==> config.mk <==
export PLATFORM = sky130hd
export DESIGN_NAME = hub_port_power_and_straps
export DESIGN_NICKNAME = d
export VERILOG_FILES = /design/src/core/hub_port_pkg.sv /design/src/core/hub_port_power_and_straps.sv
export VERILOG_INCLUDE_DIRS = /design/src /design/src/core
export SDC_FILE = /design/constraint.sdc
export NUM_CORES = 1
export LEC_CHECK = 0
export BUFFER_PORTS_ARGS = -buffer_cell sky130_fd_sc_hd__buf_4
export CORE_ASPECT_RATIO = 1.1
export CORE_MARGIN = 2
export CORE_UTILIZATION = 58
export CTS_BUF_LIST = sky130_fd_sc_hd__clkbuf_8
export CTS_CLUSTER_DIAMETER = 200
export DETAILED_ROUTE_END_ITERATION = 16
export GPL_ROUTABILITY_DRIVEN = 0
export PLACE_DENSITY = 0.86
export SLEW_MARGIN = 20
export SYNTH_ARGS = -nofsm -noshare
export SYNTH_HDL_FRONTEND = slang
export SYNTH_SLANG_ARGS = --single-unit
==> constraint.sdc <==
create_clock -name clk_i -period 2.35 [get_ports clk_i]
set_clock_uncertainty 0.15 [all_clocks]
set_input_delay 0.47 -clock clk_i [delete_from_list [all_inputs] [get_ports clk_i]]
set_output_delay 0.47 -clock clk_i [all_outputs]
set_load 0.005 [all_outputs]
==> src/core/hub_port_consts.svh <==
// Constants for the hub port power and strap block.
// Assumes inclusion by bare name from core and bench files.
`ifndef HUB_PORT_CONSTS_SVH
`define HUB_PORT_CONSTS_SVH

`define HP_ADDR_W 3
`define HP_DATA_W 8
`define HP_PORTS 2
// Register offsets
`define HP_REG_CTRL 3'h0
`define HP_REG_STATUS 3'h1
`define HP_REG_MASK 3'h2
`define HP_REG_STRAP 3'h3
`define HP_REG_LIVE 3'h4
// Control fields: power request and pin sense mode
`define HP_CTRL_PWR_LSB 0
`define HP_CTRL_MODE_LSB 2
// Status and mask fields
`define HP_ST_OC_LSB 0
`define HP_ST_VBUS 2
`define HP_EV_W 3
// Reset values
`define HP_CTRL_RST 4'h0
`define HP_MASK_RST 3'h0

`endif

==> src/core/hub_port_pkg.sv <==
// Types for the hub port power and strap block.
// Assumes the constants header is compiled alongside.
package hub_port_pkg;
   // Strap capture sequence after reset release
   typedef enum logic [1:0] {
      cap_fill1,
      cap_fill2,
      cap_take,
      cap_hold
   } cap_state_e;
endpackage

==> src/core/hub_port_power_and_straps.sv <==
// Port power enables, overcurrent sensing, upstream power sense and
// strap capture for a two port hub, with a small register port.
// Assumes strap and pin inputs are asynchronous to clk_i (40 MHz) and
// that power-on reset and the external reset both drive rst_n_i.
//
// Added by the designer: the register addresses and the strobed register port.
`timescale 1ns/1ps
`include "hub_port_consts.svh"

module hub_port_power_and_straps (
   input wire logic clk_i,
   input wire logic rst_n_i,
   input wire logic [`HP_ADDR_W-1:0] addr_i,
   input wire logic [`HP_DATA_W-1:0] wdata_i,
   input wire logic wr_i,
   input wire logic rd_i,
   output logic [`HP_DATA_W-1:0] rdata_o,
   output logic irq_o,
   input wire logic [1:0] port_plus_disable_strap_i,
   input wire logic [1:0] port_minus_disable_strap_i,
   input wire logic upstream_power_sense_i,
   output logic upstream_power_o,
   output logic renegotiate_o,
   input wire logic [1:0] port_power_overcurrent_i,
   output logic [1:0] port_power_overcurrent_o,
   output logic [1:0] port_power_overcurrent_oe_o,
   output logic [1:0] port_disabled_o
);

   localparam int NP = `HP_PORTS;

   logic [1:0] plus_s1, plus_s2, minus_s1, minus_s2;
   logic vbus_s1, vbus_s2, vbus_seen;
   logic [1:0] pin_s1, pin_s2;
   hub_port_pkg::cap_state_e cap, next_cap;
   logic [1:0] plus_lat, minus_lat, next_plus_lat, next_minus_lat;
   logic [1:0] power_on, next_power_on, mode, next_mode;
   logic [`HP_EV_W-1:0] status, next_status, mask, next_mask;
   logic [`HP_EV_W-1:0] events;
   logic [1:0] oc_now, disabled;
   logic next_reneg, next_seen;
   logic [`HP_DATA_W-1:0] next_rdata;

   // Two flip-flop synchronisers for every pin input
   always_ff @(posedge clk_i or negedge rst_n_i) begin
      if (!rst_n_i) begin
         plus_s1 <= 2'h0;
         plus_s2 <= 2'h0;
         minus_s1 <= 2'h0;
         minus_s2 <= 2'h0;
         vbus_s1 <= 1'b0;
         vbus_s2 <= 1'b0;
         pin_s1 <= 2'h3;
         pin_s2 <= 2'h3;
      end else begin
         plus_s1 <= port_plus_disable_strap_i;
         plus_s2 <= plus_s1;
         minus_s1 <= port_minus_disable_strap_i;
         minus_s2 <= minus_s1;
         vbus_s1 <= upstream_power_sense_i;
         vbus_s2 <= vbus_s1;
         pin_s1 <= port_power_overcurrent_i;
         pin_s2 <= pin_s1;
      end
   end

   // Strap capture sequence: fill the synchronisers, take once, hold
   always_comb begin
      next_cap = cap;
      next_plus_lat = plus_lat;
      next_minus_lat = minus_lat;
      unique case (cap)
         hub_port_pkg::cap_fill1: next_cap = hub_port_pkg::cap_fill2;
         hub_port_pkg::cap_fill2: next_cap = hub_port_pkg::cap_take;
         hub_port_pkg::cap_take: begin
            next_plus_lat = plus_s2;
            next_minus_lat = minus_s2;
            next_cap = hub_port_pkg::cap_hold;
         end
         hub_port_pkg::cap_hold: next_cap = hub_port_pkg::cap_hold;
      endcase
   end

   // Reset puts capture back at the start and clears the straps
   always_ff @(posedge clk_i or negedge rst_n_i) begin
      if (!rst_n_i) begin
         cap <= hub_port_pkg::cap_fill1;
         plus_lat <= 2'h0;
         minus_lat <= 2'h0;
      end else begin
         cap <= next_cap;
         plus_lat <= next_plus_lat;
         minus_lat <= next_minus_lat;
      end
   end

   // Port disable from paired straps, valid once capture is done
   assign disabled = plus_lat & minus_lat;
   assign port_disabled_o = disabled;

   // Overcurrent seen only while the pin is released in sense mode
   assign oc_now = mode & ~pin_s2;

   // Upstream power level and its change event
   assign upstream_power_o = vbus_s2;
   assign events = {vbus_s2 ^ vbus_seen, oc_now};

   // Control, status and mask next values
   always_comb begin
      next_power_on = power_on;
      next_mode = mode;
      next_mask = mask;
      next_status = status;
      if (wr_i && addr_i == `HP_REG_CTRL) begin
         next_power_on = wdata_i[`HP_CTRL_PWR_LSB +: NP];
         next_mode = wdata_i[`HP_CTRL_MODE_LSB +: NP];
      end
      if (wr_i && addr_i == `HP_REG_MASK) begin
         next_mask = wdata_i[`HP_EV_W-1:0];
      end
      if (wr_i && addr_i == `HP_REG_STATUS) begin
         next_status = status & ~wdata_i[`HP_EV_W-1:0];
      end
      next_status = next_status | events;
      next_power_on = next_power_on & ~oc_now & ~disabled;
      // A vbus rise renegotiates and any toggle sets status; straps and ports stay as they are
      next_seen = vbus_s2;
      next_reneg = vbus_s2 & ~vbus_seen;
   end

   always_ff @(posedge clk_i or negedge rst_n_i) begin
      if (!rst_n_i) begin
         {mode, power_on} <= `HP_CTRL_RST;
         mask <= `HP_MASK_RST;
         status <= 3'h0;
         vbus_seen <= 1'b0;
         renegotiate_o <= 1'b0;
      end else begin
         power_on <= next_power_on;
         mode <= next_mode;
         mask <= next_mask;
         status <= next_status;
         vbus_seen <= next_seen;
         renegotiate_o <= next_reneg;
      end
   end

   // Control pins: drive power level in output mode, release in sense mode
   genvar g;
   generate
      for (g = 0; g < NP; g++) begin : g_pin
         assign port_power_overcurrent_o[g] = power_on[g];
         assign port_power_overcurrent_oe_o[g] = ~mode[g];
      end
   endgenerate

   assign irq_o = |(status & mask);

   // Read data, standing only in the cycle after the read strobe
   always_comb begin
      next_rdata = 8'h00;
      if (rd_i) begin
         unique case (addr_i)
            `HP_REG_CTRL: next_rdata = {4'h0, mode, power_on};
            `HP_REG_STATUS: next_rdata = {5'h00, status};
            `HP_REG_MASK: next_rdata = {5'h00, mask};
            `HP_REG_STRAP: next_rdata = {1'b0,
               cap == hub_port_pkg::cap_hold, disabled, minus_lat, plus_lat};
            `HP_REG_LIVE: next_rdata = {3'h0, power_on, pin_s2, vbus_s2};
            default: next_rdata = 8'h00;
         endcase
      end
   end

   always_ff @(posedge clk_i or negedge rst_n_i) begin
      if (!rst_n_i) begin
         rdata_o <= 8'h00;
      end else begin
         rdata_o <= next_rdata;
      end
   end

   // Checks; the release edge itself still sees the block in reset
   strap_hold_a: assert property (
      @(posedge clk_i) disable iff (!rst_n_i)
      cap == hub_port_pkg::cap_hold |=> $stable(plus_lat) &&
      $stable(minus_lat))
      else $error("straps changed after capture");

   strap_take_a: assert property (
      @(posedge clk_i) disable iff (!rst_n_i)
      cap == hub_port_pkg::cap_take |=> plus_lat == $past(plus_s2) &&
      minus_lat == $past(minus_s2))
      else $error("straps not taken from synchroniser");

   capture_seq_a: assert property (
      @(posedge clk_i) disable iff (!rst_n_i)
      rst_n_i && cap == hub_port_pkg::cap_fill1 |=>
      cap == hub_port_pkg::cap_fill2 ##1 cap == hub_port_pkg::cap_take ##1
      cap == hub_port_pkg::cap_hold)
      else $error("capture sequence broken");

   port_off_a: assert property (
      @(posedge clk_i) disable iff (!rst_n_i)
      (plus_lat[0] && minus_lat[0]) |-> !port_power_overcurrent_o[0])
      else $error("disabled port powered");

   vbus_follow_a: assert property (
      @(posedge clk_i) disable iff (!rst_n_i)
      $past(rst_n_i, 2) |->
      upstream_power_o == $past(upstream_power_sense_i, 2))
      else $error("upstream power not following sense");

   renegotiate_a: assert property (
      @(posedge clk_i) disable iff (!rst_n_i)
      $rose(upstream_power_o) |=> renegotiate_o ##1 !renegotiate_o)
      else $error("renegotiate pulse wrong");

   power_on_a: assert property (
      @(posedge clk_i) disable iff (!rst_n_i)
      wr_i && addr_i == `HP_REG_CTRL && wdata_i[0] && !wdata_i[2] &&
      !disabled[0] |=> port_power_overcurrent_o[0] &&
      port_power_overcurrent_oe_o[0])
      else $error("port 1 not powered after write");

   oc_react_a: assert property (
      @(posedge clk_i) disable iff (!rst_n_i)
      mode[1] && !pin_s2[1] |=> status[1] && !power_on[1])
      else $error("overcurrent not handled");

   oc_irq_a: assert property (
      @(posedge clk_i) disable iff (!rst_n_i)
      oc_now[0] && mask[0] && !(wr_i && addr_i == `HP_REG_MASK) |=>
      irq_o)
      else $error("overcurrent interrupt missing");

endmodule // hub_port_power_and_straps
==> Word-level counts from Yosys, hierarchy flattened <==
Index checks and enable logic that the tools add are counted.
{ "classes": {"eq_ne": 7, "n_mux": 5, "bitwise": 16, "n_reduce_logical": 7} }
{ "ops": {"columns": ["operator", "count"], "rows": [
  ["$pmux W7 S5", 1],
  ["$and A2 B2 Y2", 4],
  ["$mux W7", 1],
  ["$and A3 B3 Y3", 2],
  ["$eq A3 B2 Y1 const B", 2],
  ["$not A2 Y2", 3],
  ["$pmux W2 S3", 1],
  ["$eq A2 B2 Y1 const B", 2],
  ["$eq A3 B1 Y1 const B", 1],
  ["$eq A3 B3 Y1 const B", 1],
  ["$logic_and A1 B1 Y1", 3],
  ["$logic_not A3 Y1", 1],
  ["$mux W3", 1],
  ["$not A1 Y1", 3],
  ["$not A3 Y3", 1],
  ["$or A3 B3 Y3", 1],
  ["$reduce_or A3 Y1", 1],
  ["$eq A2 B1 Y1 const B", 1],
  ["$logic_not A2 Y1", 1],
  ["$mux W2", 1],
  ["$reduce_or A2 Y1", 1],
  ["$and A1 B1 Y1", 1],
  ["$xor A1 B1 Y1", 1]
]} }
{ "totals": {"regBits": 40, "output_inout_bits": 17} }

==> Depth between registers and ports, before layout <==
{ "depth": {"word_depth": 5, "mapped_depth": 5, "ltp_nobuf": 3} }

==> Least setup slack after synthesis <==
Ideal clock, no wire load.
{ "synth_timing": {"path_kind": "input -> register", "start": "input port addr_i[0]", "end": "register rdata_o[1]", "setup_time_ps": 126, "arrival_ps": 1333, "t_required_ps": 2074, "slack_ps": 742, "path_stages": 5, "path_buffers": 2, "path_cell_list": "buf_2 buf_4 mux2i_1 nor2_1 o311a_1"} }
{ "synth_between": {"elab_chain_len": 3} }
{ "synth_rtl": {"columns": ["element", "line", "source"], "rows": [
  ["start: declaration", "hub_port_power_and_straps.sv:13", "input wire logic [`HP_ADDR_W-1:0] addr_i,"],
  ["$eq A3 B3 Y1 (tied with other cells)", "hub_port_power_and_straps.sv:163", "unique case (addr_i)"],
  ["$pmux W7 S5 *", "hub_port_power_and_straps.sv:163", null],
  ["$mux W7 *", "hub_port_power_and_straps.sv:162", "if (rd_i) begin"],
  ["via next_rdata[1]", "hub_port_power_and_straps.sv:42", "logic [`HP_DATA_W-1:0] next_rdata;"],
  ["end signal: assignment", "hub_port_power_and_straps.sv:179", "rdata_o <= next_rdata;"],
  ["end: declaration", "hub_port_power_and_straps.sv:17", "output logic [`HP_DATA_W-1:0] rdata_o,"]
]} }
Mark *: on every way through the listed nets, which the timed path passes. The rest lies on a longest branch.
A chain may end at the register's enable or synchronous reset.

==> Worst setup path after layout <==
{ "layout_timing": {"start": "register status[2]", "end": "output port irq_o"} }
{ "layout_between": {"elab_chain_len": 2} }
{ "layout_rtl": {"columns": ["element", "line", "source"], "rows": [
  ["start: declaration", "hub_port_power_and_straps.sv:38", "logic [`HP_EV_W-1:0] status, next_status, mask, next_mask;"],
  ["start signal: assignment", "hub_port_power_and_straps.sv:142", "status <= next_status;"],
  ["$and A3 B3 Y3", "hub_port_power_and_straps.sv:157", "assign irq_o = |(status & mask);"],
  ["$reduce_or A3 Y1", "hub_port_power_and_straps.sv:157", null],
  ["end: declaration", "hub_port_power_and_straps.sv:18", "output logic irq_o,"]
]} }
No other way between the ends.

==> metrics.yaml <==
grt_pass1_vias: 1009
max-clock-path-buffers: 2
synth_warnings: 0
slowest_delay_ps: 410
cts_resized: 0
die_y_um: 57.9
rows: 19
synth_area_um2: 1530
grt_start_max_net_pins: 40
final.period_utilization_pct: 80.2
grt_pass1_wl_um: 4710
yosysTopAreaCellShare_pct: 57.1
dr.first_iter.drc_count: 35
holdWs_ps: 120
htree_levels: 2
nFillCells: 160
drv_slew: 0
routed_wl_um: 2870
peakVddDrop_mv: 0.818
yosys.area.top_type: "dfrtp_1"
crit_buf_inv: 2
viasPerCell: 5.51
dr.pass1.iters: 4
core_um2: 2500
p_leak_nw: 0.919
postCtsSetupBuffers: 0
power_mw: 1.46
synthTopCellsByArea: "dfrtp_1 (57%), dfstp_2 (6.9%), mux2_2 (5.9%)"
setup_viol: 0
antenna_found_initial: 0
final_nets: 177
setup_tns_ps: 0
fp.dieArea_um2: 3070
avgSynthCellArea_um2: 13.1
rsz0062_at_grt: "no"
critPathKind: "register to output pin"
clock_latency_ps: 300
max_freq_mhz: 530
startpoint_type: "register"
max-cap-violations: 0
buffer_ports.inserted: 33
insertedDiodeCount: 0
hp-class: "input port to register"
start_util_pct: 61.5
ant_nets: 0
ys_types: 29
cts_hold_buffers: 1
wl_per_cell_um: 15.4
grt_overflow_total: 0
path_cells: "a222oi_1, inv_1, buf_4"
cts_tree: "done"
ys_seq_area_share_pct: 63.9
worstSetupEndpointType: "output pin"
synth-seq-cells: 39
drt_drc_violations_left: 0
status: "completed"
track_usage_pct: 22.7
critical_path_required_ps: 1730
slowest_stage: "dfrtp_1"
crit_arrival_ps: 1270
crit_family: "flip-flops"
cts-root-buf: "clkbuf_8"
drive_gt1_share_pct: 38.7
period_needed_ps: 1890
numCtsBuffers: 5
area_growth_pct: 25.0
cts.sinks: 39
clk_pin_slew_ps: 80
die_w_um: 53.0
power_density_nw_per_um2: 762
synth_nets: 140
dp_hpwl_um: 2010
critPathMaxFanout: 3
netlist_instances: 117
pin_count: 39
finalHoldViolations: 0
vias: 1024
[Yosys cell counts, drive strengths merged]
| cell type | instances |
|---|---|
| nand2b | 2 |
| a222oi | 1 |
| nor4b | 1 |
| o21ai | 5 |
| nor3 | 3 |
| mux2 | 8 |
| dfrtp | 35 |
| nand3 | 3 |
| mux2i | 5 |
| conb | 1 |
| inv | 8 |
| a21bo | 1 |
| a21o | 2 |
| dfstp | 4 |
| buf | 4 |
| nand2 | 8 |
| and2 | 1 |
| nor4bb | 2 |
| nor2b | 3 |
| or2 | 1 |
| a32oi | 1 |
| a21boi | 1 |
| ha | 1 |
| o311a | 3 |
| o21a | 3 |
| nor2 | 8 |
| and4bb | 2 |
[area by class of cell]
type / count / area (um2) / area share [%]
Tap cell: 31 / 38.8 / 2.02
Timing Repair Buffer: 34 / 258 / 13.4
Clock inverter: 3 / 43.8 / 2.28
Sequential cell: 39 / 981 / 51.1
Multi-Input combinational cell: 66 / 498 / 26.0
Clock buffer: 5 / 68.8 / 3.59
Inverter: 8 / 30.0 / 1.57
[through the flow]
stage / cell area, um2 / util, % / instances / worst slack (ps)
6_report: 1920 / 76.8 / 186 / 465
5_1_grt: 1920 / 76.8 / 186 / 338
4_1_cts: 1920 / 76.8 / 186 / 436
3_5_place_dp: 1800 / 71.9 / 177 / 644
3_3_place_gp: 1800 / 71.9 / 177 / 694
2_1_floorplan: 1530 / - / 117 / 742
[flip-flops by register name (all words and copies together), names as in the netlist]
signal,count
pin_s1,2
port_power_overcurrent_o,2
vbus_s1,1
rdata_o,7
vbus_seen,1
plus_s2,2
minus_s1,2
mask,3
plus_s1,2
minus_s2,2
status,3
plus_lat,2
minus_lat,2
renegotiate_o,1
cap,2
upstream_power_o,1
mode,2
pin_s2,2
[cells by family after synthesis]
| kind of cell | synth area share (%) |
|---|---|
| other | 0.244 |
| adder cells (fa/ha/maj) | 0.816 |
| buffers and inverters | 3.59 |
| AND/OR/NAND/NOR | 13.9 |
| flip-flops | 63.9 |
| AO/OA/AOI/OAI | 8.40 |
| multiplexers | 9.14 |
[final timing paths]
path	slack (ps)	from	depth (start not counted)	to
setup / recovery	460	status[2]	3	irq_o
hold / removal	120	port_minus_disable_strap_i[1]	1	minus_s1[1]
setup reg to reg	980	cap[0]	2	minus_lat[0]
hold reg to reg	190	plus_s1[1]	0	plus_s2[1]
max in group asynchronous	1160	rst_n_i	2	pin_s2[1]
min in group asynchronous	540	rst_n_i	2	port_power_overcurrent_o[1]
[power breakdown]
group          leakage [nW]  internal [mW]  switching [mW]
clock network        0.0581          0.316           0.230
logic                 0.402         0.0885          0.0793
registers             0.459          0.720          0.0287
total                 0.919           1.12           0.338
[worst register-to-register path: cells and delay by family (launching register included)]
family           cells  cell delay (ps)
flip-flops           1              410
multiplexers         1              380
AND/OR/NAND/NOR      1              310
[metal layers]
layer  global-route usage, %  vias up  wire [um]
met3                    10.3       10        232
met1                    25.6      491       1040
met2                    36.1       47       1530
li1                        -      476          -
met5                       0        -          0
met4                    11.4        0         75
[layout by cell type (no fill, tap or decap)]
cell type      count
nor2b_1            3
a222oi_1           1
dlygate4sd3_1      1
conb_1             1
inv_1              8
clkinv_4           1
mux2_2             8
dfstp_2            4
nor2_1             8
o311a_1            3
buf_4             33
clkinv_2           1
nand2_1            8
bufinv_16          1
mux2i_1            5
a21o_1             2
ha_1               1
nand2b_1           2
nor3_2             2
nor4bb_1           2
and4bb_2           2
nor3_1             1
o21ai_0            5
clkbuf_8           5
nor4b_4            1
or2_2              1
a21bo_2            1
nand3_1            3
o21a_1             3
and2_1             1
a21boi_0           1
a32oi_1            1
dfrtp_1           35
Note: power is estimated with default switching activity, not from simulation.
